File: src/core/scl_defs.svh
`ifndef SCL_DEFS_SVH
`define SCL_DEFS_SVH

// ****************************************
// Timing
// ****************************************
`define SCL_CLK_PERIOD_NS 100
`define SCL_MCLK_PERIOD_NS 1000
`define SCL_MCLK_HALF_CYC ((`SCL_MCLK_PERIOD_NS / 2 + `SCL_CLK_PERIOD_NS - 1) / `SCL_CLK_PERIOD_NS)
`define SCL_GAP_CYC (2 * `SCL_MCLK_HALF_CYC)
`define SCL_WR_TIMEOUT_US 10000
`define SCL_WR_TIMEOUT_CYC (`SCL_WR_TIMEOUT_US * 1000 / `SCL_CLK_PERIOD_NS)

// ****************************************
// Memory organisation and commands
// ****************************************
`define SCL_DATA_W 16
`define SCL_ADDR_W_DEF 6
`define SCL_WORDS_DEF 64
`define SCL_OP_READ 2'h2
`define SCL_OP_WRITE 2'h1
`define SCL_OP_EWEN 2'h0
`define SCL_EWEN_TAG 2'h3

// ****************************************
// Stored configuration layout
// ****************************************
`define SCL_MODE_A_LSB 0
`define SCL_MODE_B_LSB 2
`define SCL_CHK_SEED 16'hA55A

`endif

File: src/core/scl_pkg.sv
package scl_pkg;

	// Channel operating modes
	typedef enum logic [1:0] {
		SCL_MODE_UART = 2'h0,
		SCL_MODE_FIFO = 2'h1,
		SCL_MODE_OPTO = 2'h2
	} scl_mode_t;

	// Applied per-channel configuration
	typedef struct packed {
		scl_mode_t mode_b;
		scl_mode_t mode_a;
	} scl_chan_cfg_t;

	// Write request from the USB side
	typedef struct packed {
		logic [7:0] addr;
		logic [15:0] data;
	} scl_wr_req_t;

	// Sequencer states
	typedef enum logic [3:0] {
		ST_IDLE = 4'h1,
		ST_GAP = 4'h2,
		ST_FRAME = 4'h4,
		ST_POLL = 4'h8
	} scl_state_t;

	// Kind of memory job in progress
	typedef enum logic [3:0] {
		JOB_LOAD = 4'h1,
		JOB_EWEN = 4'h2,
		JOB_WRITE = 4'h4,
		JOB_POLL = 4'h8
	} scl_job_t;

	// Unknown field codes fall back to the serial mode
	function automatic scl_mode_t scl_mode_decode(input logic [1:0] f);
		scl_mode_t m;
		m = SCL_MODE_UART;
		if (f == 2'h1) begin
			m = SCL_MODE_FIFO;
		end else if (f == 2'h2) begin
			m = SCL_MODE_OPTO;
		end
		return m;
	endfunction

endpackage

File: src/core/scl_sync3.sv
`timescale 1ns/1ps
`default_nettype none

// ****************************************
// Three-stage input synchroniser
// ****************************************
module scl_sync3 #(
	parameter logic RST_VAL = 1'b1
) (
	// Clock and reset
	input wire logic clk_i,
	input wire logic rst_n_i,
	// Asynchronous input and clean level
	input wire logic d_i,
	output logic q_o
);
	logic s1;
	logic s2;
	logic s3;

	// Only the second stage reads the first; output moves once stages two and three agree
	always_ff @(posedge clk_i or negedge rst_n_i) begin
		if (!rst_n_i) begin
			s1 <= RST_VAL;
			s2 <= RST_VAL;
			s3 <= RST_VAL;
			q_o <= RST_VAL;
		end else begin
			s1 <= d_i;
			s2 <= s1;
			s3 <= s2;
			if (s2 == s3) begin
				q_o <= s3;
			end
		end
	end
endmodule

`default_nettype wire

File: src/core/scl_config_loader.sv
`timescale 1ns/1ps
`default_nettype none
`include "scl_defs.svh"

// ****************************************
// Function
// - Scan the configuration memory after power-on and after every USB bus reset.
// - Apply stored settings when memory present and valid, else built-in defaults.
// - Built-in defaults put both channels in asynchronous serial mode.
// - Data line high during acknowledge means bad command or no memory.
// - During reset the select, clock and data pins are high impedance.
// - After reset release load configuration first, only then allow enumeration.
// - Select and clock on own outputs; commands and data share one data pin.
// - Parallel or opto modes only when stored configuration selects them.
// - Reference clock from a CMOS oscillator; oscillator output left unconnected.
// - New memory contents can be written on request from the USB side.
// - In serial mode each channel drives transmit and samples receive.
// - Interface pins float, weakly pulled high, while the device is in reset.
// ****************************************

module scl_config_loader #(
	parameter int ADDR_W = `SCL_ADDR_W_DEF,
	parameter int WORDS = `SCL_WORDS_DEF,
	parameter int WR_TIMEOUT_CYC = `SCL_WR_TIMEOUT_CYC
) (
	// Clock and reset
	input wire logic ref_clk_i,
	input wire logic rst_n_i,
	// USB side control
	input wire logic usb_bus_reset_i,
	input wire logic wr_valid_i,
	input wire scl_pkg::scl_wr_req_t wr_req_i,
	output logic wr_ready_o,
	output logic wr_done_o,
	output logic wr_err_o,
	// Load status and applied configuration
	output logic load_done_o,
	output logic mem_present_o,
	output logic cfg_valid_o,
	output var scl_pkg::scl_chan_cfg_t chan_cfg_o,
	// Configuration memory pins
	output logic cfg_mem_select_o,
	output logic cfg_mem_select_oe_n_o,
	output logic cfg_mem_clock_o,
	output logic cfg_mem_clock_oe_n_o,
	input wire logic cfg_mem_data_io_i,
	output logic cfg_mem_data_io_o,
	output logic cfg_mem_data_io_oe_n_o,
	// Channel serial pins
	input wire logic [1:0] chan_txd_i,
	output logic [1:0] chan_txd_o,
	output logic [1:0] chan_txd_oe_n_o,
	input wire logic [1:0] chan_rxd_i,
	output logic [1:0] chan_rxd_o,
	// Oscillator
	output logic osc_output_o
);
	// ****************************************
	// Constants and state
	// ****************************************
	localparam int HALF = `SCL_MCLK_HALF_CYC;
	localparam int GAP = `SCL_GAP_CYC;
	localparam int DW = `SCL_DATA_W;
	localparam int CMD_W = 3 + ADDR_W;
	localparam int TX_W = CMD_W + DW;
	localparam int IN_W = DW + 1;
	localparam int IDX_W = $clog2(WORDS);
	localparam int POLL_W = $clog2(WR_TIMEOUT_CYC + 1);

	scl_pkg::scl_state_t state;
	scl_pkg::scl_job_t job;
	scl_pkg::scl_wr_req_t wr_lat;
	logic [4:0] tmr;
	logic [5:0] bit_cnt;
	logic [5:0] out_len;
	logic [5:0] tot_len;
	logic [TX_W-1:0] tx_sr;
	logic [IN_W-1:0] rx_sr;
	logic [IDX_W-1:0] word_idx;
	logic [DW-1:0] chk;
	logic [DW-1:0] mode_word;
	logic [POLL_W-1:0] poll_cnt;
	logic load_pend;
	logic data_q;

	// ****************************************
	// Input synchronisers
	// ****************************************
	scl_sync3 #(.RST_VAL(1'b1)) u_data_sync (
		.clk_i(ref_clk_i),
		.rst_n_i(rst_n_i),
		.d_i(cfg_mem_data_io_i),
		.q_o(data_q)
	);

	// Receive lines idle high, so the synchronisers start there
	for (genvar ch = 0; ch < 2; ch++) begin : g_rx
		scl_sync3 #(.RST_VAL(1'b1)) u_rx_sync (
			.clk_i(ref_clk_i),
			.rst_n_i(rst_n_i),
			.d_i(chan_rxd_i[ch]),
			.q_o(chan_rxd_o[ch])
		);
	end

	// ****************************************
	// Frame decode
	// ****************************************
	// Half-bit timer sets the serial clock rate; the memory must keep up with it
	wire half_end = tmr == 5'(HALF - 1);
	wire gap_end = tmr == 5'(GAP - 1);
	wire [ADDR_W-1:0] rd_addr = ADDR_W'(word_idx);
	wire [ADDR_W-1:0] ewen_addr = {`SCL_EWEN_TAG, {(ADDR_W - 2){1'b0}}};
	wire [TX_W-1:0] rd_frame = {1'b1, `SCL_OP_READ, rd_addr, {DW{1'b0}}};
	wire [TX_W-1:0] ewen_frame = {1'b1, `SCL_OP_EWEN, ewen_addr, {DW{1'b0}}};
	wire [TX_W-1:0] wr_frame = {1'b1, `SCL_OP_WRITE, wr_lat.addr[ADDR_W-1:0], wr_lat.data};
	wire [TX_W-1:0] nf_tx = (job == scl_pkg::JOB_LOAD) ? rd_frame :
		(job == scl_pkg::JOB_EWEN) ? ewen_frame : wr_frame;
	wire [5:0] nf_out = (job == scl_pkg::JOB_WRITE) ? 6'(TX_W) : 6'(CMD_W);
	wire [5:0] nf_tot = (job == scl_pkg::JOB_LOAD) ? 6'(CMD_W + IN_W) : nf_out;
	wire in_bit = bit_cnt >= out_len;
	wire low_end = (state == scl_pkg::ST_FRAME) && !cfg_mem_clock_o && half_end;
	wire high_end = (state == scl_pkg::ST_FRAME) && cfg_mem_clock_o && half_end;
	wire frame_last = high_end && (bit_cnt == tot_len - 6'h01);
	wire next_drive = (bit_cnt + 6'h01) < out_len;

	// First input bit of a read is the acknowledge slot
	wire ack_smp = low_end && (job == scl_pkg::JOB_LOAD) && (bit_cnt == out_len);

	// ****************************************
	// Load result
	// ****************************************
	// Only whole sixteen-bit words are taken from the memory
	wire [DW-1:0] rd_word = rx_sr[DW-1:0];
	wire [DW-1:0] next_chk = chk ^ rd_word;
	wire [DW-1:0] cfg_word = (word_idx == '0) ? rd_word : mode_word;
	wire last_word = word_idx == IDX_W'(WORDS - 1);
	wire load_end = !mem_present_o || last_word;
	wire valid_now = mem_present_o && (next_chk == `SCL_CHK_SEED);
	wire usb_quiet = !load_pend && !usb_bus_reset_i;
	wire [1:0] fld_a = cfg_word[`SCL_MODE_A_LSB +: 2];
	wire [1:0] fld_b = cfg_word[`SCL_MODE_B_LSB +: 2];
	wire scl_pkg::scl_chan_cfg_t cfg_stored = '{
		mode_b: scl_pkg::scl_mode_decode(fld_b),
		mode_a: scl_pkg::scl_mode_decode(fld_a)
	};
	wire scl_pkg::scl_chan_cfg_t cfg_default = '{
		mode_b: scl_pkg::SCL_MODE_UART,
		mode_a: scl_pkg::SCL_MODE_UART
	};

	// Write completion: early samples still see the pulled-up idle line
	wire wr_take = wr_valid_i && wr_ready_o;
	wire poll_ready = data_q && (poll_cnt >= POLL_W'(HALF));
	wire poll_tmo = poll_cnt == POLL_W'(WR_TIMEOUT_CYC - 1);

	// Serial drivers run only once loaded and only in serial mode
	wire [1:0] uart_drive = {
		load_done_o && (chan_cfg_o.mode_b == scl_pkg::SCL_MODE_UART),
		load_done_o && (chan_cfg_o.mode_a == scl_pkg::SCL_MODE_UART)
	};

	// ****************************************
	// Sequencer
	// ****************************************
	// Load runs word by word; a missing acknowledge ends it early with defaults
	always_ff @(posedge ref_clk_i or negedge rst_n_i) begin
		if (!rst_n_i) begin
			state <= scl_pkg::ST_IDLE;
			job <= scl_pkg::JOB_LOAD;
			wr_lat <= '0;
			tmr <= 5'h00;
			bit_cnt <= 6'h00;
			out_len <= 6'h00;
			tot_len <= 6'h00;
			tx_sr <= '0;
			rx_sr <= '0;
			word_idx <= '0;
			chk <= 16'h0000;
			mode_word <= 16'h0000;
			poll_cnt <= '0;
			load_pend <= 1'b1;
			load_done_o <= 1'b0;
			mem_present_o <= 1'b0;
			cfg_valid_o <= 1'b0;
			chan_cfg_o <= '0;
			wr_ready_o <= 1'b0;
			wr_done_o <= 1'b0;
			wr_err_o <= 1'b0;
			cfg_mem_select_o <= 1'b0;
			cfg_mem_clock_o <= 1'b0;
			cfg_mem_data_io_o <= 1'b1;
			cfg_mem_data_io_oe_n_o <= 1'b1;
		end else begin
			wr_done_o <= 1'b0;
			wr_err_o <= 1'b0;
			tmr <= 5'(tmr + 5'h01);
			if (usb_bus_reset_i) begin
				load_pend <= 1'b1;
				load_done_o <= 1'b0;
			end
			unique case (state)
				scl_pkg::ST_IDLE: begin
					tmr <= 5'h00;
					if (load_pend && !usb_bus_reset_i) begin
						load_pend <= 1'b0;
						job <= scl_pkg::JOB_LOAD;
						word_idx <= '0;
						chk <= 16'h0000;
						mem_present_o <= 1'b1;
						load_done_o <= 1'b0;
						wr_ready_o <= 1'b0;
						state <= scl_pkg::ST_GAP;
					end else if (wr_take) begin
						wr_lat <= wr_req_i;
						job <= scl_pkg::JOB_EWEN;
						wr_ready_o <= 1'b0;
						state <= scl_pkg::ST_GAP;
					end else begin
						wr_ready_o <= load_done_o && usb_quiet;
					end
				end
				scl_pkg::ST_GAP: begin
					cfg_mem_select_o <= 1'b0;
					cfg_mem_clock_o <= 1'b0;
					cfg_mem_data_io_oe_n_o <= 1'b1;
					if (gap_end) begin
						tmr <= 5'h00;
						cfg_mem_select_o <= 1'b1;
						if (job == scl_pkg::JOB_POLL) begin
							poll_cnt <= '0;
							state <= scl_pkg::ST_POLL;
						end else begin
							tx_sr <= nf_tx;
							out_len <= nf_out;
							tot_len <= nf_tot;
							bit_cnt <= 6'h00;
							cfg_mem_data_io_o <= nf_tx[TX_W-1];
							cfg_mem_data_io_oe_n_o <= 1'b0;
							state <= scl_pkg::ST_FRAME;
						end
					end
				end
				scl_pkg::ST_FRAME: begin
					if (half_end) begin
						tmr <= 5'h00;
						cfg_mem_clock_o <= !cfg_mem_clock_o;
					end
					if (low_end && in_bit) begin
						rx_sr <= {rx_sr[IN_W-2:0], data_q};
					end
					if (ack_smp && data_q) begin
						mem_present_o <= 1'b0;
					end
					if (frame_last) begin
						cfg_mem_select_o <= 1'b0;
						cfg_mem_data_io_oe_n_o <= 1'b1;
						state <= scl_pkg::ST_GAP;
						unique case (job)
							scl_pkg::JOB_LOAD: begin
								chk <= next_chk;
								if (word_idx == '0) begin
									mode_word <= rd_word;
								end
								if (load_end) begin
									load_done_o <= usb_quiet;
									cfg_valid_o <= valid_now;
									chan_cfg_o <= valid_now ? cfg_stored : cfg_default;
									state <= scl_pkg::ST_IDLE;
								end else begin
									word_idx <= IDX_W'(word_idx + 1'b1);
								end
							end
							scl_pkg::JOB_EWEN: begin
								job <= scl_pkg::JOB_WRITE;
							end
							default: begin
								job <= scl_pkg::JOB_POLL;
							end
						endcase
					end else if (high_end) begin
						bit_cnt <= 6'(bit_cnt + 6'h01);
						tx_sr <= {tx_sr[TX_W-2:0], 1'b0};
						cfg_mem_data_io_o <= tx_sr[TX_W-2];
						cfg_mem_data_io_oe_n_o <= !next_drive;
					end
				end
				scl_pkg::ST_POLL: begin
					poll_cnt <= POLL_W'(poll_cnt + 1'b1);
					if (poll_ready || poll_tmo) begin
						cfg_mem_select_o <= 1'b0;
						wr_done_o <= 1'b1;
						wr_err_o <= !poll_ready;
						state <= scl_pkg::ST_IDLE;
					end
				end
			endcase
		end
	end

	// ****************************************
	// Pin drivers
	// ****************************************
	// Select and clock float only under reset, which lets another controller use the memory then
	always_ff @(posedge ref_clk_i or negedge rst_n_i) begin
		if (!rst_n_i) begin
			cfg_mem_select_oe_n_o <= 1'b1;
			cfg_mem_clock_oe_n_o <= 1'b1;
			chan_txd_o <= 2'h3;
			chan_txd_oe_n_o <= 2'h3;
			osc_output_o <= 1'b0;
		end else begin
			cfg_mem_select_oe_n_o <= 1'b0;
			cfg_mem_clock_oe_n_o <= 1'b0;
			chan_txd_o <= chan_txd_i;
			chan_txd_oe_n_o <= ~uart_drive;
			osc_output_o <= 1'b0;
		end
	end
endmodule

`default_nettype wire

File: config.mk
export PLATFORM = sky130hd
export DESIGN_NAME = scl_config_loader
export DESIGN_NICKNAME = d
export VERILOG_FILES = /design/src/core/scl_pkg.sv /design/src/core/scl_sync3.sv /design/src/core/scl_config_loader.sv
export VERILOG_INCLUDE_DIRS = /design/src /design/src/core
export SDC_FILE = /design/constraint.sdc
export NUM_CORES = 1
export LEC_CHECK = 0
export BUFFER_PORTS_ARGS = -buffer_cell sky130_fd_sc_hd__buf_2
export CAP_MARGIN = 5
export CORE_ASPECT_RATIO = 1.2
export CORE_MARGIN = 1
export CORE_UTILIZATION = 55
export CTS_CLUSTER_SIZE = 24
export DETAILED_ROUTE_END_ITERATION = 7
export PLACE_DENSITY_LB_ADDON = 0.1
export SLEW_MARGIN = 10
export SYNTH_ARGS = -nofsm -noshare
export SYNTH_HDL_FRONTEND = slang
export SYNTH_HIERARCHICAL = 1
export SYNTH_SLANG_ARGS = --single-unit
File: constraint.sdc
create_clock -name ref_clk_i -period 2.2 [get_ports ref_clk_i]
set_input_delay 0.11 -clock ref_clk_i [delete_from_list [all_inputs] [get_ports ref_clk_i]]
set_output_delay 0.11 -clock ref_clk_i [all_outputs]
set_load 0.05 [all_outputs]
== Yosys cells after proc, flatten, opt, wreduce, memory -nomap -nowiden ==
Index checks and enable logic that the tools add are counted.
Widths: inputs -> output; s select.
Storage, ports and cells
  register bits: 168
  input bits: 33
  output and inout bits: 23
  logic and storage cells: 220
Operators by class
  $add $sub $neg: 5
  magnitude comparators: 3
  eq/ne operators: 37
  multiplexer cells: 82
  bitwise gates (word level): 4
  reductions and logical operators: 47
Operator list (count)
  $mux 24: 5
  $mux 16: 3
  $mux 6: 8
  $pmux 24 s2: 1
  $mux 4: 10
  $mux 17: 2
  $pmux 17 s2: 1
  $pmux 16 s2: 1
  $mux 1: 28
  $pmux 6 s2: 2
  $mux 23: 1
  $ne 2x2->1 const B: 11
  $mux 5: 4
  $reduce_and 3->1: 6
  $add 17x1->17 const B: 1
  $eq 17x17->1 const B: 1
  $ge 17x3->1 const B: 1
  $logic_and 1x1->1: 17
  $eq 16x16->1 const B: 1
  $pmux 4 s2: 2
  $pmux 4 s4: 1
  $reduce_and 4->1: 4
  $xor 16x16->16: 1
  $pmux 5 s3: 1
  31 further kinds: 65

== Depth between registers and ports, before layout ==
  word-level depth: 8
  gate-level depth with buffers: 11
  gate-level depth less buffers: 9

== Cells and area by module ==
Netlist, hierarchy kept.
By module, submodules not included
  scl_config_loader: instances 1, cells an instance 701, area each 7429.6 um2, seq. area each 3741.1 um2
  scl_sync3: instances 3, cells an instance 5, area each 116.4 um2, seq. area each 105.1 um2

== Worst setup path after synthesis ==
No wires, ideal clock.
  kind: reg2reg
  from: register bit_cnt[0]
  to: register rx_sr[10]
  setup time: 0.125 ns
  data arrival time: 2.305 ns
  data required time: 2.075 ns
  setup slack: -0.230 ns
  cell stages (with the launch flop): 10
  buffers on the path: 2
  clock period less this slack: 2.430 ns
  path through: dfrtp_1 > inv_1 > ha_1 > or4b_1 > a21o_1 > a211oi_1 > or3_1 > buf_4 > buf_6 > mux2_2
Between the ends
  cells in the longest elaborated chain, start to end: 3
RTL lines
  start: declaration: line scl_config_loader.sv:74  | logic [5:0] bit_cnt;
  start signal: assignment: line scl_config_loader.sv:282  | bit_cnt <= 6'(bit_cnt + 6'h01);
  $ge 6x6->1: line scl_config_loader.sv:121  | wire in_bit = bit_cnt >= out_len;
  $logic_and 1x1->1: line scl_config_loader.sv:249  | if (low_end && in_bit) begin
  $reduce_and 2->1 (no source line)
  end signal: assignment: line scl_config_loader.sv:250  | rx_sr <= {rx_sr[IN_W-2:0], data_q};
  end: declaration: line scl_config_loader.sv:78  | logic [IN_W-1:0] rx_sr;
No other way between the ends.
A chain may end at the register's enable or synchronous reset.

== Final worst setup path ==
  from: register tot_len[3]
  to: register tx_sr[19]
Between the ends
  cells in the longest elaborated chain, start to end: 5
RTL lines
  start: declaration: line scl_config_loader.sv:76  | logic [5:0] tot_len;
  start signal: assignment: line scl_config_loader.sv:236  | tot_len <= nf_tot;
  $sub 6x1->6: line scl_config_loader.sv:124  | wire frame_last = high_end && (bit_cnt == tot_len - 6'h01);
  $eq 6x6->1: line scl_config_loader.sv:124
  $logic_and 1x1->1: line scl_config_loader.sv:124
  $ne 2x2->1 (no source line)
  $reduce_and 5->1 (no source line)
  end signal: assignment: line scl_config_loader.sv:234  | tx_sr <= nf_tx;
  end signal: assignment: line scl_config_loader.sv:283  | tx_sr <= {tx_sr[TX_W-2:0], 1'b0};
  end: declaration: line scl_config_loader.sv:77  | logic [TX_W-1:0] tx_sr;
No other way between the ends.

==> impl_results.md <==
* Status: complete, but fails checks
* Failing checks: negative setup slack
* Clock root buffer master: clkbuf_16
* Comb pwr share at 0.030
* Antenna violations before repair at 0
* Library cells used by synthesis at 70
* Dominant synthesized flop cell: dfrtp_1
* Most frequent cell after synthesis: dfrtp_1
* Synthesized flop and latch total at approximately 160
* Area contributors post-synth: dfrtp_1 (45%), dfstp_2 (7.4%), mux2_2 (6.5%)
* Drt first pass iters at 4
* Pins over their slew limit at 0
* Layout cell share with drive strength beyond 1 at 0.423
* Port buffer count at 52
* Diodes inserted at 0
* CP Max Fanout at 9
* GPL Wtd Cong at between 0.8 and 0.9
* Clock Latency Late Sink at approximately 0.43 ns
* Hold Path Class: input pin to flip-flop
* Pwr per Cell Area at 596 nW/µm²
* RSZ-0062 raised after global routing: yes
* Core area at between 10000 and 15000 µm²
* Num rows at 47
* Worst Path Arrival at 2.70 ns
* Routed len/inst at between 15 and 20 µm
* Via count at ~6000
* Final Skew at 0.00768 ns
* Worst slew margin at 0.555
* All-Layer GR Usage at 0.261
* Max VDD drop at 0.628 mV
* Register area share after synthesis at 0.521
* Worst setup margin at -0.192 ns
* Ys async rst share at 1.00
* Die ar. at between 10000 and 15000 µm²
* CTS tree: built
* Clk pwr share at 0.485
* Vias per inst at slightly below 6
* Avg Inst Size Synth at between 10 and 15 µm²
* DIE WIDTH at 111 µm
* First-pass GRT wire length at slightly above 30000 µm
* Synth top area share at 0.447
* Startpoint Class: flip-flop
* Setup total negative slack at -6.37 ns
* Post-DP HPWL at ~12000 µm
* Vias in the first global route at about 6400
* Overflow left after global routing at 0
* # setup viols final at 73
* Setup CP Type: flip-flop to flip-flop
* Max clock buf depth at 2
* Period minus WS final at between 2 and 2.5 ns
* Worst-margin pin slew at 0.659 ns
* Final Hold Vio Count at 0
* CP Capture Type: flip-flop
* Leakage power at 4.86 nW
* Yosys warning total at 6
* EDFF count, synth at 0
* H-tree levels at 4
* Int Pwr at between 4 and 5 mW
* Initial Utilization at 0.563
* Initial DRC count at 304
* Cell depth of the worst min-delay path at 4
* CTS Sinks at 161
* Post-Syn Instances at about 720
* DRC at 0
* DRT antenna net count at 0
* FMAX at ~0.42 GHz
* Tcrit/Tclk final at 1.09
* Die Y at 132 µm
* Synthesized area at between 7000 and 8000 µm²
* Nets at 913
* CP required at 2.51 ns
* Max-cap violations at 0
* Fillers at 904
* # IOs at 56
* Area Growth Syn to Fin at 33.5%
* CTS buffer count at 17
* DP Cell Count at slightly below 1000
* Final std cells w/o fill at 1048
* Final WL at 18600 µm
* Largest net degree at the start of global routing at between 50 and 60
* Clock-pin slew on the worst setup and hold paths at ~0.070 ns
* Post-synth top cells: dfrtp_1 (139), nand2_1 (75), a21oi_1 (69), nor2_1 (46), mux2_2 (45)
* Cell taking the most area after synthesis: dfrtp_1
* Sequential share of power at 0.485
* Sw Ratio at 0.221
* Net switching power at around 1.4 mW
* Reg2reg path depth at 9
==> layout by cell type (no fill, tap or decap), types with 4 or more instances in the layout <==
cell type / synthesis / final
nand3_1: 29 / 20
mux2_2: 45 / 29
mux2_4: 1 / 18
mux2i_1: 8 / 8
buf_12: 0 / 8
dfstp_2: 22 / 22
nand2_2: 0 / 19
a21oi_1: 69 / 33
or3_1: 7 / 6
nor4b_1: 5 / 5
xnor2_1: 19 / 15
o31ai_2: 0 / 9
or4b_1: 5 / 4
buf_6: 3 / 13
and3_1: 15 / 15
nor2_1: 46 / 45
buf_2: 9 / 51
dlygate4sd3_1: 0 / 29
nand2_4: 0 / 7
clkbuf_16: 0 / 19
a221oi_1: 5 / 5
ha_1: 16 / 13
nor4_1: 5 / 5
a21oi_2: 0 / 35
nor3_1: 6 / 6
nand4_1: 15 / 15
inv_1: 17 / 14
nand3_2: 1 / 9
nand2_1: 75 / 49
o21ai_0: 22 / 15
xor2_1: 27 / 25
a21o_1: 4 / 4
dfrtp_1: 139 / 136
buf_4: 6 / 62
==> critical path: stages (launching register included) <==
cell and delay, ns:
dfrtp_2 0.42, buf_4 0.14, nor4_2 0.22, xor2_1 0.35, nor4_4 0.11, buf_4 0.15
or2_4 0.24, a21oi_4 0.17, buf_12 0.16, mux2_4 0.30
==> power by group through the flow <==
stage | Clock [mW] | Sequential (mW) | Combinational, mW
2_1_floorplan | 0 | 3.08 | 0.0190
3_3_place_gp | 0 | 3.05 | 0.144
3_5_place_dp | 0 | 3.06 | 0.148
4_1_cts | 3.05 | 3.00 | 0.188
5_1_grt | 3.17 | 3.00 | 0.204
6_report | 3.00 | 3.00 | 0.184
==> final timing paths <==
path                                                        to                      startpoint  slack, ns
worst max-delay path                     tx_sr[19]$_DFFE_PN0P_          tot_len[3]$_DFFE_PN0P_      -0.19
worst min-delay path                    wr_ready_o$_DFFE_PN0P_                      wr_valid_i       0.13
worst max register to register           tx_sr[19]$_DFFE_PN0P_          tot_len[3]$_DFFE_PN0P_      -0.19
worst min register to register  g_rx[1].u_rx_sync/s2$_DFF_PN1_  g_rx[1].u_rx_sync/s1$_DFF_PN1_       0.36
max in group asynchronous        cfg_mem_data_io_o$_DFFE_PN1P_                         rst_n_i       1.25
min in group asynchronous                   chk[3]$_DFFE_PN0P_                         rst_n_i       0.22
==> stage by stage <==
stage | worst slack [ns] | util | total power, mW | instance area, µm² | hold slack, ns
CTS | -0.138 | 0.716 | 6.24 | 9900 | 0.136
detailed placement | -0.286 | 0.631 | 3.20 | 8710 | 0.116
global placement | -0.199 | 0.631 | 3.20 | 8710 | 0.115
finish | -0.192 | 0.751 | 6.19 | 10400 | 0.130
global route | -0.250 | 0.751 | 6.38 | 10400 | 0.163
floorplan | -0.163 | - | 3.10 | 7870 | -0.186
==> what timing repair did <==
action | CTS | global route
setup buffers | 7 | 9
hold endpoints to repair | 81 | 0
cloned | 0 | 2
setup endpoints to repair | 77 | 98
hold buffers | 29 | 0
resized for setup | 51 | 100
pin swaps | 16 | 27
==> area by class of cell <==
class	instances	area (µm²)	share of cell area
inverter	17	63.8	0.00614
clock inverter	13	150	0.0145
multi-input combinational	502	4080	0.393
tap	171	214	0.0206
clock buffer	19	453	0.0436
sequential	161	4060	0.391
timing repair buffer	165	1370	0.132
==> cell families (layout without fill, tap and decap cells) <==
logic type,Yosys count,count (layout),synth area share
xor+xnor,46,46,0.0518
compound gates,138,138,0.111
flops,161,161,0.521
other cells,1,2,0.000482
buf+inv,54,214,0.0333
fa+ha+maj,19,19,0.0301
mux,56,56,0.0803
simple gates,241,241,0.171
==> layer usage <==
metal / GRT usage / vias up / wire [µm]
li1: - / 2843 / -
met1: 0.315 / 3065 / 7720
met2: 0.462 / 115 / 9890
met3: 0.0497 / 32 / 522
met4: 0.0948 / 0 / 435
met5: 0 / - / 0
==> sequential cells by signal, indices dropped and copies added (netlist names), 4 cells and up <==
| register | flops |
|---|---|
| tx_sr | 24 |
| wr_frame | 22 |
| poll_cnt | 17 |
| chk | 16 |
| rx_sr | 16 |
| bit_cnt | 6 |
| rd_addr | 6 |
| tmr | 5 |
| chan_cfg_o | 4 |
| job | 4 |
| mode_word | 4 |
| state | 4 |
| tot_len | 4 |
Note: power is estimated with default switching activity, not from simulation.
